[src/logic/cid_pkg.sv]
// Shared types and constants for the compact instruction major-opcode decoder
package cid_pkg;

    // Major opcode field position in a halfword
    localparam int MAJ_HI = 15;
    localparam int MAJ_LO = 11;
    // Link-class selector bit inside a 32-bit pair
    localparam int LINK_X_BIT = 26;
    // Major opcodes that need special handling
    localparam logic [4:0] MAJ_LINK = 5'h03;
    localparam logic [4:0] MAJ_PREFIX = 5'h1e;
    localparam logic [2:0] COL_HIGHER = 3'h7;

    // Register word offsets (byte address bits 3:2)
    localparam logic [1:0] OFS_CTRL = 2'h0;
    localparam logic [1:0] OFS_STATUS = 2'h1;
    localparam logic [1:0] OFS_COUNT = 2'h2;
    // Control field positions
    localparam int CTRL_COMPAT = 0;
    localparam int CTRL_KERNEL = 1;
    localparam int CTRL_DEBUG = 2;
    localparam int CTRL_WIDE = 3;
    localparam int CTRL_COP_LO = 4;
    localparam int CTRL_ASE = 8;
    localparam int CTRL_DBGI = 9;
    localparam int CTRL_WIDTH = 10;
    localparam logic [CTRL_WIDTH-1:0] CTRL_RESET = 10'h000;

    // Operations and field classes picked at the major opcode
    typedef enum logic [4:0] {
        op_none, op_stack_rel_add_imm, op_jump_and_link,
        op_jump_link_switch_isa, op_branch_if_zero, op_branch_if_nonzero,
        op_shift_class, op_two_reg_add_imm_class, op_add_imm_8bit,
        op_set_less_imm, op_set_less_imm_unsigned,
        op_eight_bit_function_class, op_load_immediate,
        op_compare_immediate, op_load_byte_signed, op_load_half_signed,
        op_stack_rel_load_word, op_load_word, op_load_byte_unsigned,
        op_load_half_unsigned, op_pc_rel_load_word, op_store_byte,
        op_store_half, op_stack_rel_store_word, op_store_word,
        op_three_reg_class, op_reg_reg_class, op_ext_prefix
    } cid_op_t;

    // Marks that a sub-field decoder attaches to its encoding
    typedef enum logic [2:0] {
        mk_none, mk_reserved, mk_higher, mk_compat,
        mk_partner, mk_debug, mk_ase
    } cid_mark_t;

    // Fetch stage request
    typedef struct packed {
        logic valid;
        logic pair;
        logic [31:0] instr;
    } cid_fetch_t;

    // Query to the sub-field decoder
    typedef struct packed {
        logic valid;
        cid_op_t op;
        logic extended;
        logic [15:0] hw;
    } cid_sub_req_t;

    // Answer of the sub-field decoder
    typedef struct packed {
        cid_mark_t mark;
        logic is_cop;
        logic [1:0] cop_num;
        logic impl;
    } cid_sub_rsp_t;

    // Decode result towards pipeline and exception logic
    typedef struct packed {
        logic valid;
        cid_op_t op;
        logic exc_ri;
        logic exc_cu;
        logic commit;
    } cid_dec_t;

endpackage : cid_pkg

[src/logic/cid_decoder.sv]
// Major-opcode decoder with sub-field exception resolution and Wishbone regs
//
// The implementer's own choices: the address map and the Wishbone slave port.
`timescale 1ns/100ps
`default_nettype none

// Operation
// - Reserved encodings raise reserved instruction
// - Field classes query a further field
// - Higher-level encodings, column 111, raise reserved
// - Compat-illegal runs in kernel, debug, wide
// - Compat-illegal unusable coprocessor raises unusable
// - Unimplemented partner encodings raise reserved/unusable
// - Omitted debug-support encodings raise reserved
// - Unimplemented extension encodings raise reserved
// - Prefixed non-extensible instruction raises reserved
// - Row 00 column mapping
// - Row 01 column mapping
// - Row 10 column mapping
// - Row 11 column mapping
// - Link class selects on bit 26
module cid_decoder
    import cid_pkg::*;
(
    // Clock and reset
    input wire logic clk_i,
    input wire logic rst_i,
    // Fetch stage
    input wire cid_fetch_t fetch_i,
    // Sub-field decoder
    output cid_sub_req_t sub_req_o,
    input wire cid_sub_rsp_t sub_rsp_i,
    // Decode result
    output cid_dec_t dec_o,
    // Wishbone slave
    input wire logic cyc_i,
    input wire logic stb_i,
    input wire logic we_i,
    input wire logic [3:0] adr_i,
    input wire logic [3:0] sel_i,
    input wire logic [31:0] dat_i,
    output logic [31:0] dat_o,
    output logic ack_o
);

    ////////////////////////////////////////////////////////////////////////
    // Functions

    // Major opcode table lookup
    function automatic cid_op_t major_op(input logic [4:0] maj);
        cid_op_t r;
        r = op_none;
        case (maj)
            5'h00: r = op_stack_rel_add_imm;
            5'h03: r = op_jump_and_link;
            5'h04: r = op_branch_if_zero;
            5'h05: r = op_branch_if_nonzero;
            5'h06: r = op_shift_class;
            5'h08: r = op_two_reg_add_imm_class;
            5'h09: r = op_add_imm_8bit;
            5'h0a: r = op_set_less_imm;
            5'h0b: r = op_set_less_imm_unsigned;
            5'h0c: r = op_eight_bit_function_class;
            5'h0d: r = op_load_immediate;
            5'h0e: r = op_compare_immediate;
            5'h10: r = op_load_byte_signed;
            5'h11: r = op_load_half_signed;
            5'h12: r = op_stack_rel_load_word;
            5'h13: r = op_load_word;
            5'h14: r = op_load_byte_unsigned;
            5'h15: r = op_load_half_unsigned;
            5'h16: r = op_pc_rel_load_word;
            5'h18: r = op_store_byte;
            5'h19: r = op_store_half;
            5'h1a: r = op_stack_rel_store_word;
            5'h1b: r = op_store_word;
            5'h1c: r = op_three_reg_class;
            5'h1d: r = op_reg_reg_class;
            5'h1e: r = op_ext_prefix;
            default: r = op_none;
        endcase
        return r;
    endfunction

    // Field classes that need the sub-field decoder
    function automatic logic is_class(input cid_op_t op);
        return (op == op_shift_class) || (op == op_two_reg_add_imm_class) ||
            (op == op_eight_bit_function_class) ||
            (op == op_three_reg_class) || (op == op_reg_reg_class);
    endfunction

    ////////////////////////////////////////////////////////////////////////
    // State

    typedef struct packed {
        logic [CTRL_WIDTH-1:0] ctrl;
        cid_dec_t dec;
        logic [15:0] ri_count;
        logic [15:0] cu_count;
        cid_dec_t last; // Last valid decode, read back as status
        logic ack;
        logic [31:0] rdata;
    } cid_state_t;

    cid_state_t st; // Registered state
    cid_state_t next_st; // Next state
    logic [15:0] first_hw; // Halfword holding the major opcode
    logic [4:0] maj; // Major opcode of first halfword
    logic [4:0] inner; // Opcode after any prefix
    logic prefixed; // Pair starts with the extension prefix
    cid_op_t op; // Operation picked
    logic exc_ri; // Reserved instruction
    logic exc_cu; // Coprocessor unusable
    logic cop_ok; // Addressed coprocessor usable
    logic priv; // Kernel, debug or wide mode
    logic bus_req; // New Wishbone request
    logic [31:0] wmask; // Byte-lane write mask

    ////////////////////////////////////////////////////////////////////////
    // Field extraction and major decode

    always_comb
    begin
        // Long pairs carry the opcode in the upper halfword
        first_hw = fetch_i.pair ? fetch_i.instr[31:16] : fetch_i.instr[15:0];
        maj = first_hw[MAJ_HI:MAJ_LO];
        prefixed = fetch_i.pair && (maj == MAJ_PREFIX);
        inner = prefixed ? fetch_i.instr[MAJ_HI:MAJ_LO] : maj;
        op = major_op(inner);
        // Link class picks its variant from the x bit
        if (op == op_jump_and_link)
        begin
            op = fetch_i.instr[LINK_X_BIT] ? op_jump_link_switch_isa
                : op_jump_and_link;
        end
    end

    // Query out to the sub-field decoder; same-cycle answer expected
    always_comb
    begin
        sub_req_o.valid = fetch_i.valid && is_class(op);
        sub_req_o.op = op;
        sub_req_o.extended = prefixed;
        sub_req_o.hw = prefixed ? fetch_i.instr[15:0] : first_hw;
    end

    ////////////////////////////////////////////////////////////////////////
    // Exception resolution

    always_comb
    begin
        priv = st.ctrl[CTRL_KERNEL] || st.ctrl[CTRL_DEBUG] ||
            st.ctrl[CTRL_WIDE];
        cop_ok = st.ctrl[CTRL_COP_LO + int'(sub_rsp_i.cop_num)];
        exc_ri = 1'b0;
        exc_cu = 1'b0;
        if (inner[2:0] == COL_HIGHER)
        begin
            // Top column is only valid at a higher level
            exc_ri = 1'b1;
        end
        else if (op == op_none)
        begin
            // Empty table slots are treated as reserved
            exc_ri = 1'b1;
        end
        else if (prefixed && ((inner == MAJ_LINK) || (inner == MAJ_PREFIX)))
        begin
            // Link class and prefix itself refuse a prefix
            exc_ri = 1'b1;
        end
        else if (!fetch_i.pair && ((maj == MAJ_LINK) || (maj == MAJ_PREFIX)))
        begin
            // Two-halfword forms without their second half
            exc_ri = 1'b1;
        end
        else if (op == op_ext_prefix)
        begin
            // A lone prefix cannot stand as an instruction
            exc_ri = 1'b1;
        end
        else if (is_class(op))
        begin
            case (sub_rsp_i.mark)
                mk_reserved: exc_ri = 1'b1;
                mk_higher: exc_ri = 1'b1;
                mk_compat:
                begin
                    // Legal unless compat mode outside privileged modes
                    if (st.ctrl[CTRL_COMPAT] && !priv)
                    begin
                        exc_cu = sub_rsp_i.is_cop && !cop_ok;
                        exc_ri = !(sub_rsp_i.is_cop && !cop_ok);
                    end
                end
                mk_partner:
                begin
                    if (!sub_rsp_i.impl)
                    begin
                        exc_cu = sub_rsp_i.is_cop && !cop_ok;
                        exc_ri = !(sub_rsp_i.is_cop && !cop_ok);
                    end
                end
                mk_debug: exc_ri = !st.ctrl[CTRL_DBGI];
                mk_ase: exc_ri = !st.ctrl[CTRL_ASE];
                default: exc_ri = 1'b0;
            endcase
        end
    end

    ////////////////////////////////////////////////////////////////////////
    // Next-state logic: decode stage and register file

    always_comb
    begin
        next_st = st;
        bus_req = cyc_i && stb_i && !st.ack;
        wmask = {{8{sel_i[3]}}, {8{sel_i[2]}}, {8{sel_i[1]}}, {8{sel_i[0]}}};
        // Decode result is one stage behind fetch
        next_st.dec.valid = fetch_i.valid;
        next_st.dec.op = fetch_i.valid ? op : op_none;
        next_st.dec.exc_ri = fetch_i.valid && exc_ri;
        next_st.dec.exc_cu = fetch_i.valid && exc_cu;
        // Faulting instruction must not touch program state
        next_st.dec.commit = fetch_i.valid && !exc_ri && !exc_cu;
        next_st.last = fetch_i.valid ? next_st.dec : st.last; // Status copy
        // Counters saturate so software never sees a wrap
        if (fetch_i.valid && exc_ri && (st.ri_count != 16'hffff))
        begin
            next_st.ri_count = st.ri_count + 16'h0001;
        end
        if (fetch_i.valid && exc_cu && (st.cu_count != 16'hffff))
        begin
            next_st.cu_count = st.cu_count + 16'h0001;
        end
        // Ack rises one cycle after the request and falls after
        next_st.ack = bus_req;
        next_st.rdata = 32'h0000_0000;
        if (bus_req && we_i)
        begin
            if (adr_i[3:2] == OFS_CTRL)
            begin
                next_st.ctrl = CTRL_WIDTH'((32'(st.ctrl) & ~wmask) |
                    (dat_i & wmask));
            end
            else if (adr_i[3:2] == OFS_COUNT)
            begin
                // Any write clears both counters; a same-cycle event wins
                next_st.ri_count = (fetch_i.valid && exc_ri) ? 16'h0001
                    : 16'h0000;
                next_st.cu_count = (fetch_i.valid && exc_cu) ? 16'h0001
                    : 16'h0000;
            end
        end
        else if (bus_req)
        begin
            if (adr_i[3:2] == OFS_CTRL)
            begin
                next_st.rdata = 32'(st.ctrl);
            end
            else if (adr_i[3:2] == OFS_STATUS)
            begin
                next_st.rdata = {25'h000_0000, st.last.exc_cu,
                    st.last.exc_ri, st.last.op};
            end
            else if (adr_i[3:2] == OFS_COUNT)
            begin
                next_st.rdata = {st.cu_count, st.ri_count};
            end
            else
            begin
                // Unmapped: acked, reads zero
                next_st.rdata = 32'h0000_0000;
            end
        end
    end

    // State register
    always_ff @(posedge clk_i)
    begin
        if (rst_i)
        begin
            st <= '0;
            st.ctrl <= CTRL_RESET;
        end
        else
        begin
            st <= next_st;
        end
    end

    // Outputs straight from flops
    assign dec_o = st.dec;
    assign ack_o = st.ack;
    assign dat_o = st.rdata;
endmodule // cid_decoder

`default_nettype wire

[config.mk]
export PLATFORM = sky130hd
export DESIGN_NAME = cid_decoder
export DESIGN_NICKNAME = d
export VERILOG_FILES = /design/src/logic/cid_pkg.sv /design/src/logic/cid_decoder.sv
export SDC_FILE = /design/constraint.sdc
export NUM_CORES = 1
export LEC_CHECK = 0
export BUFFER_PORTS_ARGS = -buffer_cell sky130_fd_sc_hd__buf_4
export CAP_MARGIN = 15
export CORE_AREA = 2 2 111 86
export DETAILED_ROUTE_END_ITERATION = 7
export DIE_AREA = 0 0 113 88
export PLACE_DENSITY = 0.85
export SLEW_MARGIN = 20
export SYNTH_ARGS = -nofsm -noshare
export SYNTH_HDL_FRONTEND = slang
export SYNTH_SLANG_ARGS = --single-unit
[constraint.sdc]
create_clock -name clk_i -period 12.3 [get_ports clk_i]
set_input_delay 3.075 -clock clk_i [delete_from_list [all_inputs] [get_ports clk_i]]
set_output_delay 3.075 -clock clk_i [all_outputs]
set_load 0.05 [all_outputs]
==> Implementation_results.wiki <==
{| class="wikitable"
! Metric !! Value
|-
| Run status || complete, but fails checks
|-
| Violated checks || design-rule violations
|-
| Number of antenna violations at the first check in global routing || 0
|-
| Vias per std cell || 5.76
|-
| Hold Vio Cnt, Final || 0
|-
| Skew-Pair Late Insertion Delay || 0.34 ns
|-
| Number of H-tree levels || 3
|-
| Delay of the slowest cell on the worst path || 0.52 ns
|-
| Half-perimeter wire length after detailed placement || 9160 µm
|-
| Gate power share || 20.4%
|-
| Max Fanout on Critical Path || 11
|-
| Final total negative setup slack || 0 ns
|-
| Top-level I/O count || 151
|-
| Post-Route Hold Slack || 0.479 ns
|-
| Setup violation total in the final timing report || 0
|-
| Warnings from Yosys || 0
|-
| Number of nets still failing antenna checks after routing || 0
|-
| First-pass GRT wire length || 19200 µm
|-
| Clock share of power || 35.8%
|-
| Placed instance count || 732
|-
| Slew Limit Headroom || 33.3%
|-
| Net Sw Frac || 29.8%
|-
| Number of DRC markers in iteration 0 || 280
|-
| Area share of the leading cell type in the synthesized netlist || 37.4%
|-
| Required time of the critical path || 9.22 ns
|-
| Post-Synthesis Net Count || 652
|-
| Critical setup path kind || input port to output pin
|-
| Internal power || 0.000485 W
|-
| Non-filler cells, final || 747
|-
| Total overflow reported by the global router || 0
|-
| Largest cells by area after synthesis || sky130_fd_sc_hd__dfxtp_1, sky130_fd_sc_hd__buf_4, sky130_fd_sc_hd__mux2i_1, sky130_fd_sc_hd__nor2_1, sky130_fd_sc_hd__and2_1
|-
| Bufs on Longest Clock Path || 2
|-
| HP Class || register to register
|-
| Number of diodes || 0
|-
| Startpoint Class || input port
|-
| Number of flops mapped to enable cells by yosys || 0
|-
| Most frequent standard cell in the layout excluding fill and tap cells || sky130_fd_sc_hd__buf_4
|-
| Vias in the first global route || 4054
|-
| Clock sink count || 91
|-
| Die width || 113 µm
|-
| Series of cell instances along the critical path || buf_4 -> nor2b_1 -> o32a_1 -> inv_1 -> ha_1 -> or4_1 -> o211a_2 -> a311o_1 -> o21a_4 -> nor2b_1 -> buf_4
|-
| Number of hold buffers added after cts || 0
|-
| Cell taking the most area after synthesis || sky130_fd_sc_hd__dfxtp_1
|-
| Upper clock frequency limit || 0.112 GHz
|-
| Clock root buffer || sky130_fd_sc_hd__clkbuf_16
|-
| Post-layout total power || 0.000690 W
|-
| Cells after Synth || 557
|-
| Data arrival time at the worst-slack endpoint || 5.89 ns
|-
| Clock edge transition at the registers on the reported setup and hold paths || 0.06 ns
|-
| Final #Nets || 726
|-
| Chip height || 88 µm
|-
| Pwr per Cell Area || 119 nW/µm²
|-
| Flip-flop and latch count after synthesis || 91
|-
| Critical path launch point || fetch_i[32]
|-
| Post-synthesis instance area || 4870 µm²
|-
| Unrepaired setup endpoints after global routing || no
|-
| Most instantiated flip-flop cell in the synthesis netlist || sky130_fd_sc_hd__dfxtp_1
|-
| Hold_sp || st[34]$_SDFFE_PP0P_
|-
| Mean instance size in the synthesized netlist || 8.75 µm²
|-
| Area of the core || 8860 µm²
|-
| Fraction of final layout cells sized beyond drive strength 1 || 28.3%
|-
| Unique cell type count in the Yosys netlist || 64
|-
| Cell with the largest stage delay on the worst path || sky130_fd_sc_hd__or4_1
|-
| Initial core utilization || 55.0%
|-
| Final WL || 12100 µm
|-
| Final setup skew || 0.00720 ns
|-
| Leakage || 2.51 nW
|-
| Type of element capturing the critical path || output pin
|-
| Register share of total power || 43.7%
|-
| Cts bufs inserted || 9
|-
| Area of the die || 9940 µm²
|-
| Fraction of registers with async set or reset after synthesis || 0%
|-
| Final clock period utilization by the worst path || 72.9%
|-
| Startpoint of the worst-slack reg-to-reg timing path || st[46]$_SDFF_PP0_
|-
| Reported net switching power || 0.000206 W
|-
| Max-cap violation count || 0
|-
| DRT Pass-1 Iters || 7
|-
| Commonest non-fill, non-tap cells in the layout || sky130_fd_sc_hd__buf_4, sky130_fd_sc_hd__dfxtp_1, sky130_fd_sc_hd__nor2_1
|-
| Worst-case vdd ir drop || 0.0599 mV
|-
| Number of max-slew violations in the final report || 0
|-
| Number of remaining DRC errors || 5
|-
| All-Layer GR Usage || 24.1%
|-
| Global placer's final weighted congestion || 0.885
|-
| Largest net degree at the start of global routing || 26
|-
| Count of vias placed by the detailed router || 4300
|-
| IO Port Bufs || 124
|-
| Post-CTS setup buffer count || 0
|-
| Actual transition at the worst max-transition pin || 1.00 ns
|-
| Area overhead of the layout relative to synthesis || 19.4%
|-
| Post-layout min period || 8.97 ns
|-
| Number of gates given a new drive strength after cts || 0
|-
| Row count || 30
|-
| TritonCTS clock tree || built
|-
| Portion of the post-synthesis area used by sequential elements || 37.4%
|-
| Routed wire per std cell || 16.2 µm
|}
-- through the flow --
stage	setup slack, ns	util, %	cell area, µm²
after CTS	3.32	65.6	5820
final	3.33	65.7	5820
after global routing	3.15	65.7	5820
after floorplan	2.81	-	4870
after detailed placement	3.34	62.6	5550
after global placement	3.37	62.6	5550
-- cells in the mapped netlist (all sizes together), types with 2 or more instances --
library cell / count
a211oi: 6
a21oi: 32
a311o: 3
a31o: 4
a31oi: 3
a32oi: 2
and2: 31
and3: 8
and4: 2
buf: 49
clkbuf: 14
dfxtp: 91
ha: 9
inv: 17
mux2: 17
mux2i: 27
nand2: 35
nand2b: 8
nand3: 22
nand3b: 4
nand4: 7
nor2: 59
nor2b: 9
nor3: 15
nor3b: 2
nor4: 4
nor4b: 2
o211a: 4
o211ai: 11
o21ai: 17
o31ai: 5
or2: 2
or3: 10
or4: 4
xnor2: 7
xor2: 2
-- final timing paths --
check / slack, ns / endpoint / cells after the start
worst max register to register: 9.42 / st[51]$_SDFF_PP0_ / 10
worst min-delay path: 0.48 / st[34]$_SDFFE_PP0P_ / 2
worst max-delay path: 3.33 / sub_req_o[22] / 11
worst min register to register: 0.48 / st[34]$_SDFFE_PP0P_ / 2
-- final cells by class --
| cell class | count | area, µm² |
|---|---|---|
| clock buffers | 9 | 225 |
| well taps | 112 | 140 |
| inverters | 17 | 66.3 |
| repair buffers | 126 | 946 |
| multi-input cells | 386 | 2580 |
| clock inverters | 6 | 41.3 |
| fillers | 729 | 3040 |
| flip-flops and latches | 91 | 1820 |
-- worst max-delay path, delay by kind of cell --
kind | cells | cell delay, ns
adder cells (fa/ha/maj) | 1 | 0.25
AO/OA/AOI/OAI | 4 | 1.16
AND/OR/NAND/NOR | 3 | 0.80
buffers and inverters | 3 | 0.60
-- power by group through the flow --
stage                     clock network [W]  registers, W  logic (W)
after floorplan                           0      0.000308  0.0000958
after global placement                    0      0.000308   0.000137
after detailed placement                  0      0.000309   0.000139
after CTS                          0.000252      0.000302   0.000140
after global routing               0.000265      0.000302   0.000149
final                              0.000247      0.000302   0.000141
-- kinds of logic (layout without fill, tap and decap cells) --
group / Yosys count / after routing / synth area share, %
AOI/OAI and AO/OA: 96 / 96 / 13.8
adders and majority gates: 9 / 9 / 2.31
and+or+nand+nor: 227 / 227 / 25.1
xor gates and xnor gates: 9 / 9 / 1.62
muxes: 45 / 45 / 10.0
DFF: 91 / 91 / 37.4
buffers and inverters: 80 / 158 / 9.78
-- metal layers --
| layer | GRT usage, % | routed length (µm) | vias up |
|---|---|---|---|
| met5 | 0 | 0 | - |
| met4 | 6.43 | 212 | 0 |
| met3 | 7.13 | 1010 | 23 |
| met2 | 40.9 | 5780 | 209 |
| met1 | 30.2 | 5090 | 1991 |
| li1 | - | - | 2077 |
Power figures use the tool's default switching activity.
